<file path="config.mk">
export PLATFORM = sky130hd
export DESIGN_NAME = ulm_core
export DESIGN_NICKNAME = d
export VERILOG_FILES = /design/src/ulm_pkg.sv /design/src/ulm_baud.sv /design/src/ulm_core.sv /design/src/ulm_fifo.sv
export SDC_FILE = /design/constraint.sdc
export NUM_CORES = 1
export LEC_CHECK = 0
export ABC_AREA = 1
export BUFFER_PORTS_ARGS = -buffer_cell sky130_fd_sc_hd__buf_2
export CAP_MARGIN = 25
export CORE_MARGIN = 2
export CORE_UTILIZATION = 40
export DETAILED_ROUTE_END_ITERATION = 10
export PLACE_DENSITY = 0.53
export SLEW_MARGIN = 0
export SYNTH_ARGS = -nofsm -noshare
export SYNTH_HDL_FRONTEND = slang
export SYNTH_SLANG_ARGS = --single-unit
export TNS_END_PERCENT = 20
</file>
<file path="constraint.sdc">
create_clock -name i_clk_sys -period 3.55 [get_ports i_clk_sys]
set_clock_uncertainty 0.2 [all_clocks]
set_input_delay 0.355 -clock i_clk_sys [delete_from_list [all_inputs] [get_ports i_clk_sys]]
set_output_delay 0.355 -clock i_clk_sys [all_outputs]
set_load 0.05 [all_outputs]
</file>
<file path="src/ulm_pkg.sv">
package ulm_pkg;
   // Register byte offsets
   localparam logic [7:0] OFS_DATA = 8'h80;
   localparam logic [7:0] OFS_IER = 8'h84;
   localparam logic [7:0] OFS_LCR = 8'h8c;
   localparam logic [7:0] OFS_MCR = 8'h90;
   localparam logic [7:0] OFS_LSR = 8'h94;
   localparam logic [7:0] OFS_MSR = 8'h98;
   localparam logic [7:0] OFS_SCR = 8'h9c;
   // Line control fields
   localparam int LCR_DIVISOR_LATCH_SELECT = 7;
   localparam int LCR_BRK = 6;
   localparam int LCR_STICK = 5;
   localparam int LCR_EVEN = 4;
   localparam int LCR_PEN = 3;
   localparam int LCR_STB = 2;
   // Modem control fields, and the modem interrupt enable bit
   localparam int MCR_LOOP = 4;
   localparam int MCR_USER_OUTPUT_TWO = 3;
   localparam int MCR_RTS = 1;
   localparam int MCR_DTR = 0;
   localparam int IER_MODEM = 3;
   // Values after reset
   localparam logic [7:0] LCR_RST = 8'h00;
   localparam logic [4:0] MCR_RST = 5'h00;
   localparam logic [3:0] IER_RST = 4'h0;
   localparam logic [7:0] DLL_RST = 8'h01;
   localparam logic [7:0] DLM_RST = 8'h00;
   localparam logic [7:0] SCR_RST = 8'h00;
   // Oversampling counts in baud ticks, minimum word length less one, FIFO depth
   localparam logic [5:0] TK_BIT = 6'h10;
   localparam logic [5:0] TK_HALF = 6'h08;
   localparam logic [5:0] TK_STOP15 = 6'h18;
   localparam logic [5:0] TK_STOP2 = 6'h20;
   localparam logic [2:0] MIN_BITS_M1 = 3'h4;
   localparam int FIFO_DEPTH = 4;
   typedef enum logic [2:0] {
      TX_IDLE = 3'b000, TX_START = 3'b001, TX_DATA = 3'b010,
      TX_PAR = 3'b011, TX_STOP = 3'b100
   } ulm_tx_t;
   typedef enum logic [2:0] {
      RX_IDLE = 3'b000, RX_START = 3'b001, RX_DATA = 3'b010,
      RX_PAR = 3'b011, RX_STOP = 3'b100, RX_WAIT = 3'b101
   } ulm_rx_t;
endpackage

</file>
<file path="src/ulm_baud.sv">
`timescale 1ns/1ps
`default_nettype none
module ulm_baud #(
   parameter int W = 16
) (
   // Clock and reset
   input wire logic i_clk_sys,
   input wire logic i_rst_b,
   // Divisor and 16x tick
   input wire logic [W-1:0] i_divisor,
   output logic o_tick
);
   typedef struct packed {
      logic [W-1:0] cnt;
      logic tick;
   } ulm_baud_t;
   ulm_baud_t s, next_s;

   assign o_tick = s.tick;

   // Divisor 0 behaves as 1 rather than stalling the line
   always_comb begin
      next_s = s;
      next_s.tick = 1'b0;
      if (i_divisor <= W'(1) || s.cnt >= i_divisor - W'(1)) begin
         next_s.cnt = '0;
         next_s.tick = 1'b1;
      end else begin
         next_s.cnt = s.cnt + W'(1);
      end
   end

   always_ff @(posedge i_clk_sys or negedge i_rst_b) begin
      if (!i_rst_b) begin
         s <= '0;
      end else begin
         s <= next_s;
      end
   end
endmodule // ulm_baud
`default_nettype wire

</file>
<file path="src/ulm_core.sv">
// Operation
// - Outside loop-back, the send-break bit forces the serial output low whatever the transmitter does.
// - Divisor-select picks divisor latches, else data and irq enable.
// - Stick parity only acts when parity is enabled.
// - Parity select one means even, zero means odd, both directions.
// - Parity enable adds a parity bit on send and checks on receive.
// - Stop select: one stop, else two, or one and a half at five bits.
// - Word length field gives five, six, seven or eight data bits.
// - Loop-back feeds carrier, set-ready, clear-to-send from user_output_two, terminal, request.
// - Modem control bits 1 and 0 drive active-low request and terminal outputs.
// - User output bits are stored and read back, driving no pin; user_output_two feeds carrier in loop-back.
// - Transmitter-empty reads one only with holding and shift both empty.
// - Holding-empty flag follows the holding store, one after reset.
// - Buffer error flag set when held data carries parity, framing or break.
// - Break, framing, parity and overrun flags are set by receive errors.
// - Ready flag shows that the receive buffer holds data.
// - Outside loop-back, status bits show inverted modem input levels.
// - Change flags record modem line changes since the last status read.
// - Ring status and ring trailing-edge flag always read zero.
// - Eight-bit scratch field reads back what software wrote.
// - Two divisor bytes form one sixteen-bit baud divisor.
// - Modem interrupt enable lets a modem change raise the interrupt.
`timescale 1ns/1ps
`default_nettype none
module ulm_core #(
   parameter int FIFO_D = ulm_pkg::FIFO_DEPTH
) (
   // Clock and reset
   input wire logic i_clk_sys,
   input wire logic i_rst_b,
   // Register port
   input wire logic [7:0] i_reg_addr,
   input wire logic i_reg_wr,
   input wire logic i_reg_rd,
   input wire logic [31:0] i_reg_wdata,
   output logic [31:0] o_reg_rdata,
   output logic o_tx_ready,
   // Serial line
   input wire logic i_serial_in,
   output logic o_serial_out,
   // Modem lines
   input wire logic i_carrier_detect_n,
   input wire logic i_set_ready_n,
   input wire logic i_clear_to_send_n,
   output logic o_request_to_send_n,
   output logic o_terminal_ready_n,
   output logic o_modem_irq
);
   import ulm_pkg::*;

   typedef struct packed {
      logic [7:0] lcr;
      logic [4:0] mcr;
      logic [3:0] ier;
      logic [7:0] dll;
      logic [7:0] dlm;
      logic [7:0] scr;
      logic [7:0] rbr;
      logic dr, oe, pe, fe, bi, rerr;
      logic [2:0] mprev;
      logic [2:0] mdelta;
      ulm_tx_t tx_st;
      logic [7:0] tx_sh;
      logic [2:0] tx_n;
      logic [5:0] tx_tk;
      logic tx_par;
      logic tx_line;
      logic pin;
      ulm_rx_t rx_st;
      logic [7:0] rx_sh;
      logic [2:0] rx_n;
      logic [5:0] rx_tk;
      logic rx_zero;
      logic rx_perr;
      logic [31:0] rdata;
      logic irq;
   } ulm_core_t;

   localparam ulm_core_t RST = '{
      lcr: LCR_RST, mcr: MCR_RST, ier: IER_RST, dll: DLL_RST,
      dlm: DLM_RST, scr: SCR_RST, tx_st: TX_IDLE, rx_st: RX_IDLE,
      tx_line: 1'b1, pin: 1'b1, default: '0};

   ulm_core_t s, next_s;
   logic tick, divisor_latch_select, loop, parity_enable_bit;
   logic [1:0] word_length_field;
   logic [2:0] last_n;
   logic [7:0] mask, rx_data;
   logic [5:0] stop_tk;
   logic [2:0] mnow;
   logic f_valid, f_ready, f_push, tx_holding_empty_flag, tx_all_empty_flag, rx_in;
   logic [7:0] f_data, lsr, msr;

   ////////////////////////////////////////////////////////////////
   // Parity of masked data, honouring select and stick bits
   function automatic logic par_of(input logic [7:0] d,
                                   input logic [7:0] l);
      if (l[LCR_STICK]) begin
         par_of = ~l[LCR_EVEN];
      end else if (l[LCR_EVEN]) begin
         par_of = ^d;
      end else begin
         par_of = ~(^d);
      end
   endfunction

   ////////////////////////////////////////////////////////////////
   // Baud tick and transmit holding store
   // sixteen-bit divisor
   ulm_baud #(.W(16)) u_baud (
      .i_clk_sys(i_clk_sys),
      .i_rst_b(i_rst_b),
      .i_divisor({s.dlm, s.dll}),
      .o_tick(tick)
   );

   assign f_push = i_reg_wr & (i_reg_addr == OFS_DATA) & ~divisor_latch_select;

   ulm_fifo #(.W(8), .D(FIFO_D)) u_fifo (
      .i_clk_sys(i_clk_sys),
      .i_rst_b(i_rst_b),
      .i_in_valid(f_push),
      .o_in_ready(o_tx_ready),
      .i_in_data(i_reg_wdata[7:0]),
      .o_out_valid(f_valid),
      .i_out_ready(f_ready),
      .o_out_data(f_data)
   );

   ////////////////////////////////////////////////////////////////
   // Decoded settings and status words
   assign divisor_latch_select = s.lcr[LCR_DIVISOR_LATCH_SELECT];
   assign loop = s.mcr[MCR_LOOP];
   assign parity_enable_bit = s.lcr[LCR_PEN];
   assign word_length_field = s.lcr[1:0];
   assign last_n = MIN_BITS_M1 + {1'b0, word_length_field};
   assign mask = 8'hff >> (2'h3 - word_length_field);
   assign rx_data = s.rx_sh >> (2'h3 - word_length_field);
   assign stop_tk = !s.lcr[LCR_STB] ? TK_BIT :
                    (word_length_field == 2'h0) ? TK_STOP15 : TK_STOP2;
   assign f_ready = (s.tx_st == TX_IDLE);
   assign tx_holding_empty_flag = ~f_valid;
   assign tx_all_empty_flag = tx_holding_empty_flag & (s.tx_st == TX_IDLE);
   assign rx_in = loop ? s.tx_line : i_serial_in;
   assign mnow = loop ? {s.mcr[MCR_USER_OUTPUT_TWO], s.mcr[MCR_DTR], s.mcr[MCR_RTS]}
                      : ~{i_carrier_detect_n, i_set_ready_n,
                          i_clear_to_send_n};
   assign lsr = {s.rerr, tx_all_empty_flag, tx_holding_empty_flag, s.bi, s.fe, s.pe, s.oe, s.dr};
   assign msr = {mnow[2], 1'b0, mnow[1], mnow[0],
                 s.mdelta[2], 1'b0, s.mdelta[1:0]};

   assign o_reg_rdata = s.rdata;
   assign o_serial_out = s.pin;
   assign o_request_to_send_n = s.mcr[MCR_RTS];
   assign o_terminal_ready_n = s.mcr[MCR_DTR];
   assign o_modem_irq = s.irq;

   ////////////////////////////////////////////////////////////////
   always_comb begin
      next_s = s;

      // Register writes
      if (i_reg_wr) begin
         case (i_reg_addr)
            OFS_DATA: begin
               if (divisor_latch_select) begin
                  next_s.dll = i_reg_wdata[7:0];
               end
            end
            OFS_IER: begin
               if (divisor_latch_select) begin
                  next_s.dlm = i_reg_wdata[7:0];
               end else begin
                  next_s.ier = i_reg_wdata[3:0];
               end
            end
            OFS_LCR: next_s.lcr = i_reg_wdata[7:0];
            OFS_MCR: next_s.mcr = i_reg_wdata[4:0];
            OFS_SCR: next_s.scr = i_reg_wdata[7:0];
            default: next_s.scr = s.scr;
         endcase
      end

      // Register reads; clears come before hardware sets below
      if (i_reg_rd) begin
         case (i_reg_addr)
            OFS_DATA: begin
               next_s.rdata = {24'h0, divisor_latch_select ? s.dll : s.rbr};
               if (!divisor_latch_select) begin
                  next_s.dr = 1'b0;
               end
            end
            OFS_IER: next_s.rdata = divisor_latch_select ? {24'h0, s.dlm}
                                         : {28'h0, s.ier};
            OFS_LCR: next_s.rdata = {24'h0, s.lcr};
            OFS_MCR: next_s.rdata = {27'h0, s.mcr};
            OFS_LSR: begin
               next_s.rdata = {24'h0, lsr};
               next_s.oe = 1'b0;
               next_s.pe = 1'b0;
               next_s.fe = 1'b0;
               next_s.bi = 1'b0;
               next_s.rerr = 1'b0;
            end
            OFS_MSR: begin
               next_s.rdata = {24'h0, msr};
               next_s.mdelta = 3'h0;
            end
            OFS_SCR: next_s.rdata = {24'h0, s.scr};
            default: next_s.rdata = 32'h0;
         endcase
      end

      next_s.mdelta = next_s.mdelta | (mnow ^ s.mprev);
      next_s.mprev = mnow;
      next_s.irq = s.ier[IER_MODEM] & (|s.mdelta);

      // Transmitter
      if (s.tx_st == TX_IDLE && f_valid) begin
         next_s.tx_st = TX_START;
         next_s.tx_sh = f_data;
         next_s.tx_par = par_of(f_data & mask, s.lcr);
         next_s.tx_tk = 6'h0;
      end else if (tick && s.tx_st != TX_IDLE) begin
         next_s.tx_tk = s.tx_tk + 6'h1;
         if (s.tx_st == TX_STOP) begin
            if (s.tx_tk == stop_tk - 6'h1) begin
               next_s.tx_st = TX_IDLE;
            end
         end else if (s.tx_tk == TK_BIT - 6'h1) begin
            next_s.tx_tk = 6'h0;
            case (s.tx_st)
               TX_START: begin
                  next_s.tx_st = TX_DATA;
                  next_s.tx_n = 3'h0;
               end
               TX_DATA: begin
                  next_s.tx_sh = s.tx_sh >> 1;
                  next_s.tx_n = s.tx_n + 3'h1;
                  if (s.tx_n == last_n) begin
                     next_s.tx_st = parity_enable_bit ? TX_PAR : TX_STOP;
                  end
               end
               default: next_s.tx_st = TX_STOP;
            endcase
         end
      end

      case (s.tx_st)
         TX_START: next_s.tx_line = 1'b0;
         TX_DATA: next_s.tx_line = s.tx_sh[0];
         TX_PAR: next_s.tx_line = s.tx_par;
         default: next_s.tx_line = 1'b1;
      endcase
      if (s.lcr[LCR_BRK]) begin
         next_s.tx_line = 1'b0;
      end
      // Loop-back keeps the pin marking so the far end sees nothing
      next_s.pin = loop ? 1'b1 : next_s.tx_line;

      // Receiver
      if (s.rx_st == RX_WAIT) begin
         if (rx_in) begin
            next_s.rx_st = RX_IDLE;
         end
      end else if (tick) begin
         next_s.rx_tk = s.rx_tk + 6'h1;
         case (s.rx_st)
            RX_IDLE: begin
               next_s.rx_tk = 6'h0;
               if (!rx_in) begin
                  next_s.rx_st = RX_START;
               end
            end
            RX_START: begin
               if (s.rx_tk == TK_HALF - 6'h1) begin
                  next_s.rx_tk = 6'h0;
                  next_s.rx_n = 3'h0;
                  next_s.rx_zero = 1'b1;
                  next_s.rx_perr = 1'b0;
                  next_s.rx_st = rx_in ? RX_IDLE : RX_DATA;
               end
            end
            RX_DATA: begin
               if (s.rx_tk == TK_BIT - 6'h1) begin
                  next_s.rx_tk = 6'h0;
                  next_s.rx_sh = {rx_in, s.rx_sh[7:1]};
                  next_s.rx_zero = s.rx_zero & ~rx_in;
                  next_s.rx_n = s.rx_n + 3'h1;
                  if (s.rx_n == last_n) begin
                     next_s.rx_st = parity_enable_bit ? RX_PAR : RX_STOP;
                  end
               end
            end
            RX_PAR: begin
               if (s.rx_tk == TK_BIT - 6'h1) begin
                  next_s.rx_tk = 6'h0;
                  next_s.rx_zero = s.rx_zero & ~rx_in;
                  next_s.rx_perr = rx_in ^ par_of(rx_data, s.lcr);
                  next_s.rx_st = RX_STOP;
               end
            end
            RX_STOP: begin
               if (s.rx_tk == TK_BIT - 6'h1) begin
                  next_s.rbr = rx_data;
                  next_s.dr = 1'b1;
                  next_s.oe = next_s.oe | s.dr;
                  next_s.pe = next_s.pe | s.rx_perr;
                  next_s.fe = next_s.fe | ~rx_in;
                  next_s.bi = next_s.bi | (s.rx_zero & ~rx_in);
                  next_s.rerr = next_s.rerr | s.rx_perr | ~rx_in;
                  next_s.rx_st = rx_in ? RX_IDLE : RX_WAIT;
               end
            end
            default: next_s.rx_st = RX_IDLE;
         endcase
      end
   end

   always_ff @(posedge i_clk_sys or negedge i_rst_b) begin
      if (!i_rst_b) begin
         s <= RST;
      end else begin
         s <= next_s;
      end
   end
endmodule // ulm_core
`default_nettype wire

</file>
<file path="src/ulm_fifo.sv">
`timescale 1ns/1ps
`default_nettype none
module ulm_fifo #(
   parameter int W = 8,
   parameter int D = ulm_pkg::FIFO_DEPTH
) (
   // Clock and reset
   input wire logic i_clk_sys,
   input wire logic i_rst_b,
   // Fill side
   input wire logic i_in_valid,
   output logic o_in_ready,
   input wire logic [W-1:0] i_in_data,
   // Drain side
   output logic o_out_valid,
   input wire logic i_out_ready,
   output logic [W-1:0] o_out_data
);
   import ulm_pkg::*;
   // Depth must be a power of two so the pointers wrap on their own
   localparam int AW = (D > 1) ? $clog2(D) : 1;
   localparam int CW = AW + 1;
   typedef struct packed {
      logic [D-1:0][W-1:0] mem;
      logic [AW-1:0] rd;
      logic [AW-1:0] wr;
      logic [CW-1:0] cnt;
   } ulm_fifo_t;
   ulm_fifo_t s, next_s;
   logic push, pop;

   assign o_in_ready = (s.cnt != CW'(D));
   assign o_out_valid = (s.cnt != '0);
   assign o_out_data = s.mem[s.rd];
   assign push = i_in_valid & o_in_ready;
   assign pop = o_out_valid & i_out_ready;

   always_comb begin
      next_s = s;
      if (push) begin
         next_s.mem[s.wr] = i_in_data;
         next_s.wr = s.wr + AW'(1);
      end
      if (pop) begin
         next_s.rd = s.rd + AW'(1);
      end
      if (push && !pop) begin
         next_s.cnt = s.cnt + CW'(1);
      end else if (pop && !push) begin
         next_s.cnt = s.cnt - CW'(1);
      end
   end

   always_ff @(posedge i_clk_sys or negedge i_rst_b) begin
      if (!i_rst_b) begin
         s <= '0;
      end else begin
         s <= next_s;
      end
   end
endmodule // ulm_fifo
`default_nettype wire

</file>
==> impl_metrics.py <==
metrics = {
    "synth": {
        "ys_seq_area_share_pct": 43.96,
        "synthFlopType": "dfrtp_1",
        "ys.warnings.count": 0,
        "synthTopCellsByArea": "dfrtp_1 43%, nand2_1 14%, o21ai_0 5.2%",
        "yosysUniqueCellTypes": 50,
        "syn-mean-instance-area_um2": 7.896,
        "synth_seq_cells": 171,
        "async_flop_share_pct": 100.0,
        "syn-instance-count": 1234,
        "synth_area_um2": 9743,
        "synth_top_area_cell": "dfrtp_1",
        "synth_edf_count": 0,
        "synth_top_area_share_pct": 43.15,
    },
    "drt": {
        "routed_wl_um": 23750,
        "viasPerCell": 4.932,
        "vias": 7866,
        "drt_iter0_drc": 562,
        "routedWlPerCell_um": 14.89,
        "drt_pass1_iterations": 7,
        "drc_errors": 0,
        "antenna_left": 0,
    },
    "place": {
        "dp_hpwl_um": 17110,
        "placed_cell_area_um2": 10020,
        "gp_congestion": 0.8064,
        "pre_cts_slack_ns": 0.3734,
        "buffer_ports.inserted": 36,
    },
    "grt": {
        "grt_antenna_before_repair": 0,
        "grt_max_degree": 60,
        "grt.total_usage_pct": 19.39,
        "grt_first_pass_wirelength_um": 39640,
        "grt_overflow": 0,
        "first_global_vias": 7489,
    },
    "critical_path": {
        "startpoint": "s[115]$_DFFE_PN0P_",
        "critPathRequiredTime_ns": 3.72,
        "critical_path_class": "flop to flop",
        "cp-start-kind": "flop",
        "r2r_start": "s[115]$_DFFE_PN0P_",
        "cp-end-kind": "flop",
        "worstPathArrival_ns": 3.31,
        "worstPathMaxFanout": 17,
    },
    "clocking": {
        "cts_buffers": 17,
        "cts_resized": 0,
        "clockRootBuffer": "clkbuf_16",
        "cts_setup_buffers": 0,
        "clk_latency_ns": 0.44,
        "htree_num_levels": 4,
        "clockBufferDepth": 2,
        "clk_pin_slew_ns": 0.07,
        "clock_sinks": 171,
        "cts_tree": "built",
        "cts_hold_buf": 1,
    },
    "power": {
        "leakage_nw": 5.161,
        "ir_drop_uv": 307.8,
        "p_per_area_nw_per_um2": 530.9,
    },
    "sta": {
        "max_freq_mhz": 318.0,
        "slew_viol_final": 0,
        "setup-violations-final": 0,
        "slew_headroom_pct": 50.08,
        "max_slew.worst_pin.slew_ns": 0.7448,
        "tns_ns": 0,
        "hold_viol": 0,
        "holdWs_ns": 0.005255,
        "setup_ws_ns": 0.4051,
        "period_needed_ns": 3.145,
        "rsz0062_at_grt": "false",
        "fin_crit_sh_pct": 88.59,
    },
    "floorplan": {
        "die_area_um2": 25620,
        "num_rows": 57,
        "boundaryPins": 85,
        "die_y_um": 160.1,
        "dieWidth_um": 160.1,
        "core_area_um2": 24110,
        "initial_core_util_pct": 40.42,
    },
    "finish": {
        "fin_nets": 1335,
        "layout_commonest_cell": "nand2_1",
        "layout-drive-gt1-share_pct": 11.80,
        "area_growth_pct": 8.578,
        "antenna_cells": 0,
        "nFillCells": 2492,
        "final_area_um2": 10580,
        "final_cell_mix": "368 x nand2_1, 168 x dfrtp_1, 109 x inv_1",
    },
    "outcome": {
        "status": "completed",
    },
    "hold_path": {
        "hold_path_class": "primary input to flop",
        "holdCritStartpoint": "i_reg_rd",
    },
    "job": {
        "cap_violations": 0,
    },
}
final timing paths:
| path | cells past startpoint | end | slack (ns) |
|---|---|---|---|
| min in group asynchronous | 2 | u_fifo.s[8]$_DFFE_PN0P_ | 0.22 |
| worst min register to register | 1 | s[56]$_DFF_PN1_ | 0.27 |
| worst min-delay path | 3 | o_reg_rdata[7]$_DFFE_PN0P_ | 0.005 |
| worst max register to register | 14 | u_baud.s[1]$_DFF_PN0_ | 0.41 |
| max in group asynchronous | 3 | o_serial_out$_DFF_PN1_ | 2.08 |
| worst max-delay path | 14 | u_baud.s[1]$_DFF_PN0_ | 0.41 |
cell usage after synthesis, types with 5 or more instances:
cell type and instances:
nand2_1 368, dfrtp_1 168, inv_1 109, o21ai_0 101
nor2_1 69, nand3_1 60, o21ai_1 41, buf_4 37
a21oi_1 28, ha_1 28, inv_2 22, nand4_1 22
xor2_1 22, nor3_1 17, xnor2_1 16, a31oi_1 12
nand2_2 12, buf_2 11, buf_6 9, nor2_2 9
nor3_2 8, nand3_2 6, o211ai_1 6, a211oi_1 5
o22ai_1 5
per-stage QoR:
step	utilization [%]	power (mW)	instances
5_1_grt	43.89	5.982	1595
3_5_place_dp	41.56	3.871	1562
2_1_floorplan	-	3.549	1257
3_3_place_gp	41.56	3.861	1562
4_1_cts	43.89	5.677	1595
6_report	43.89	5.617	1595
report_power, final:
part | switching, mW | total, mW | internal (mW)
combinational | 1.02 | 1.50 | 0.474
clock | 0.860 | 1.79 | 0.930
sequential | 0.190 | 2.33 | 2.14
critical path: stages (launching register included):
cell	delay, ns
dfrtp_1	0.40
inv_1	0.12
ha_1	0.24
nand2_1	0.11
nor2_1	0.25
nand4_1	0.18
nor3_1	0.21
xor2_1	0.16
inv_1	0.06
ha_1	0.26
nand2_1	0.08
nor2_1	0.05
a211oi_1	0.21
nand3_2	0.35
nor2_1	0.19
layout make-up:
cell class                 instances  area, um^2  share of cell area [%]
clock inverter                    14       112.6                   1.064
timing repair buffer              44       261.5                   2.472
sequential                       171        4283                   40.48
inverter                         131       491.7                   4.648
tap                              324       405.4                   3.832
multi-input combinational        893        4586                   43.35
clock buffer                      18       439.2                   4.151
flip-flops by register name, indices dropped and copies added, names as in the netlist:
register,cells
u_baud.o_tick,1
divisor_latch_select,1
o_request_to_send_n,1
msr,3
lsr,6
o_reg_rdata,8
parity_enable_bit,1
o_modem_irq,1
u_baud.s,16
u_fifo.s,39
o_terminal_ready_n,1
s,91
o_serial_out,1
loop,1
layer usage:
metal	GRT usage (%)	up-vias	wire [um]
met3	3.792	20	871
li1	-	4014	-
met1	27.10	3697	11620
met5	0	-	0
met4	3.890	0	243
met2	31.52	135	11010
cell families after synthesis:
logic type | count (synthesis) | share of synthesized area (%)
AND/OR/NAND/NOR | 583 | 26.27
AO/OA/AOI/OAI | 217 | 12.43
buffers and inverters | 193 | 9.863
flip-flops | 171 | 43.96
XOR/XNOR | 38 | 3.416
adder cells (fa/ha/maj) | 29 | 3.801
multiplexers | 2 | 0.2183
other | 1 | 0.03849
Note: power is estimated with default switching activity, not from simulation.
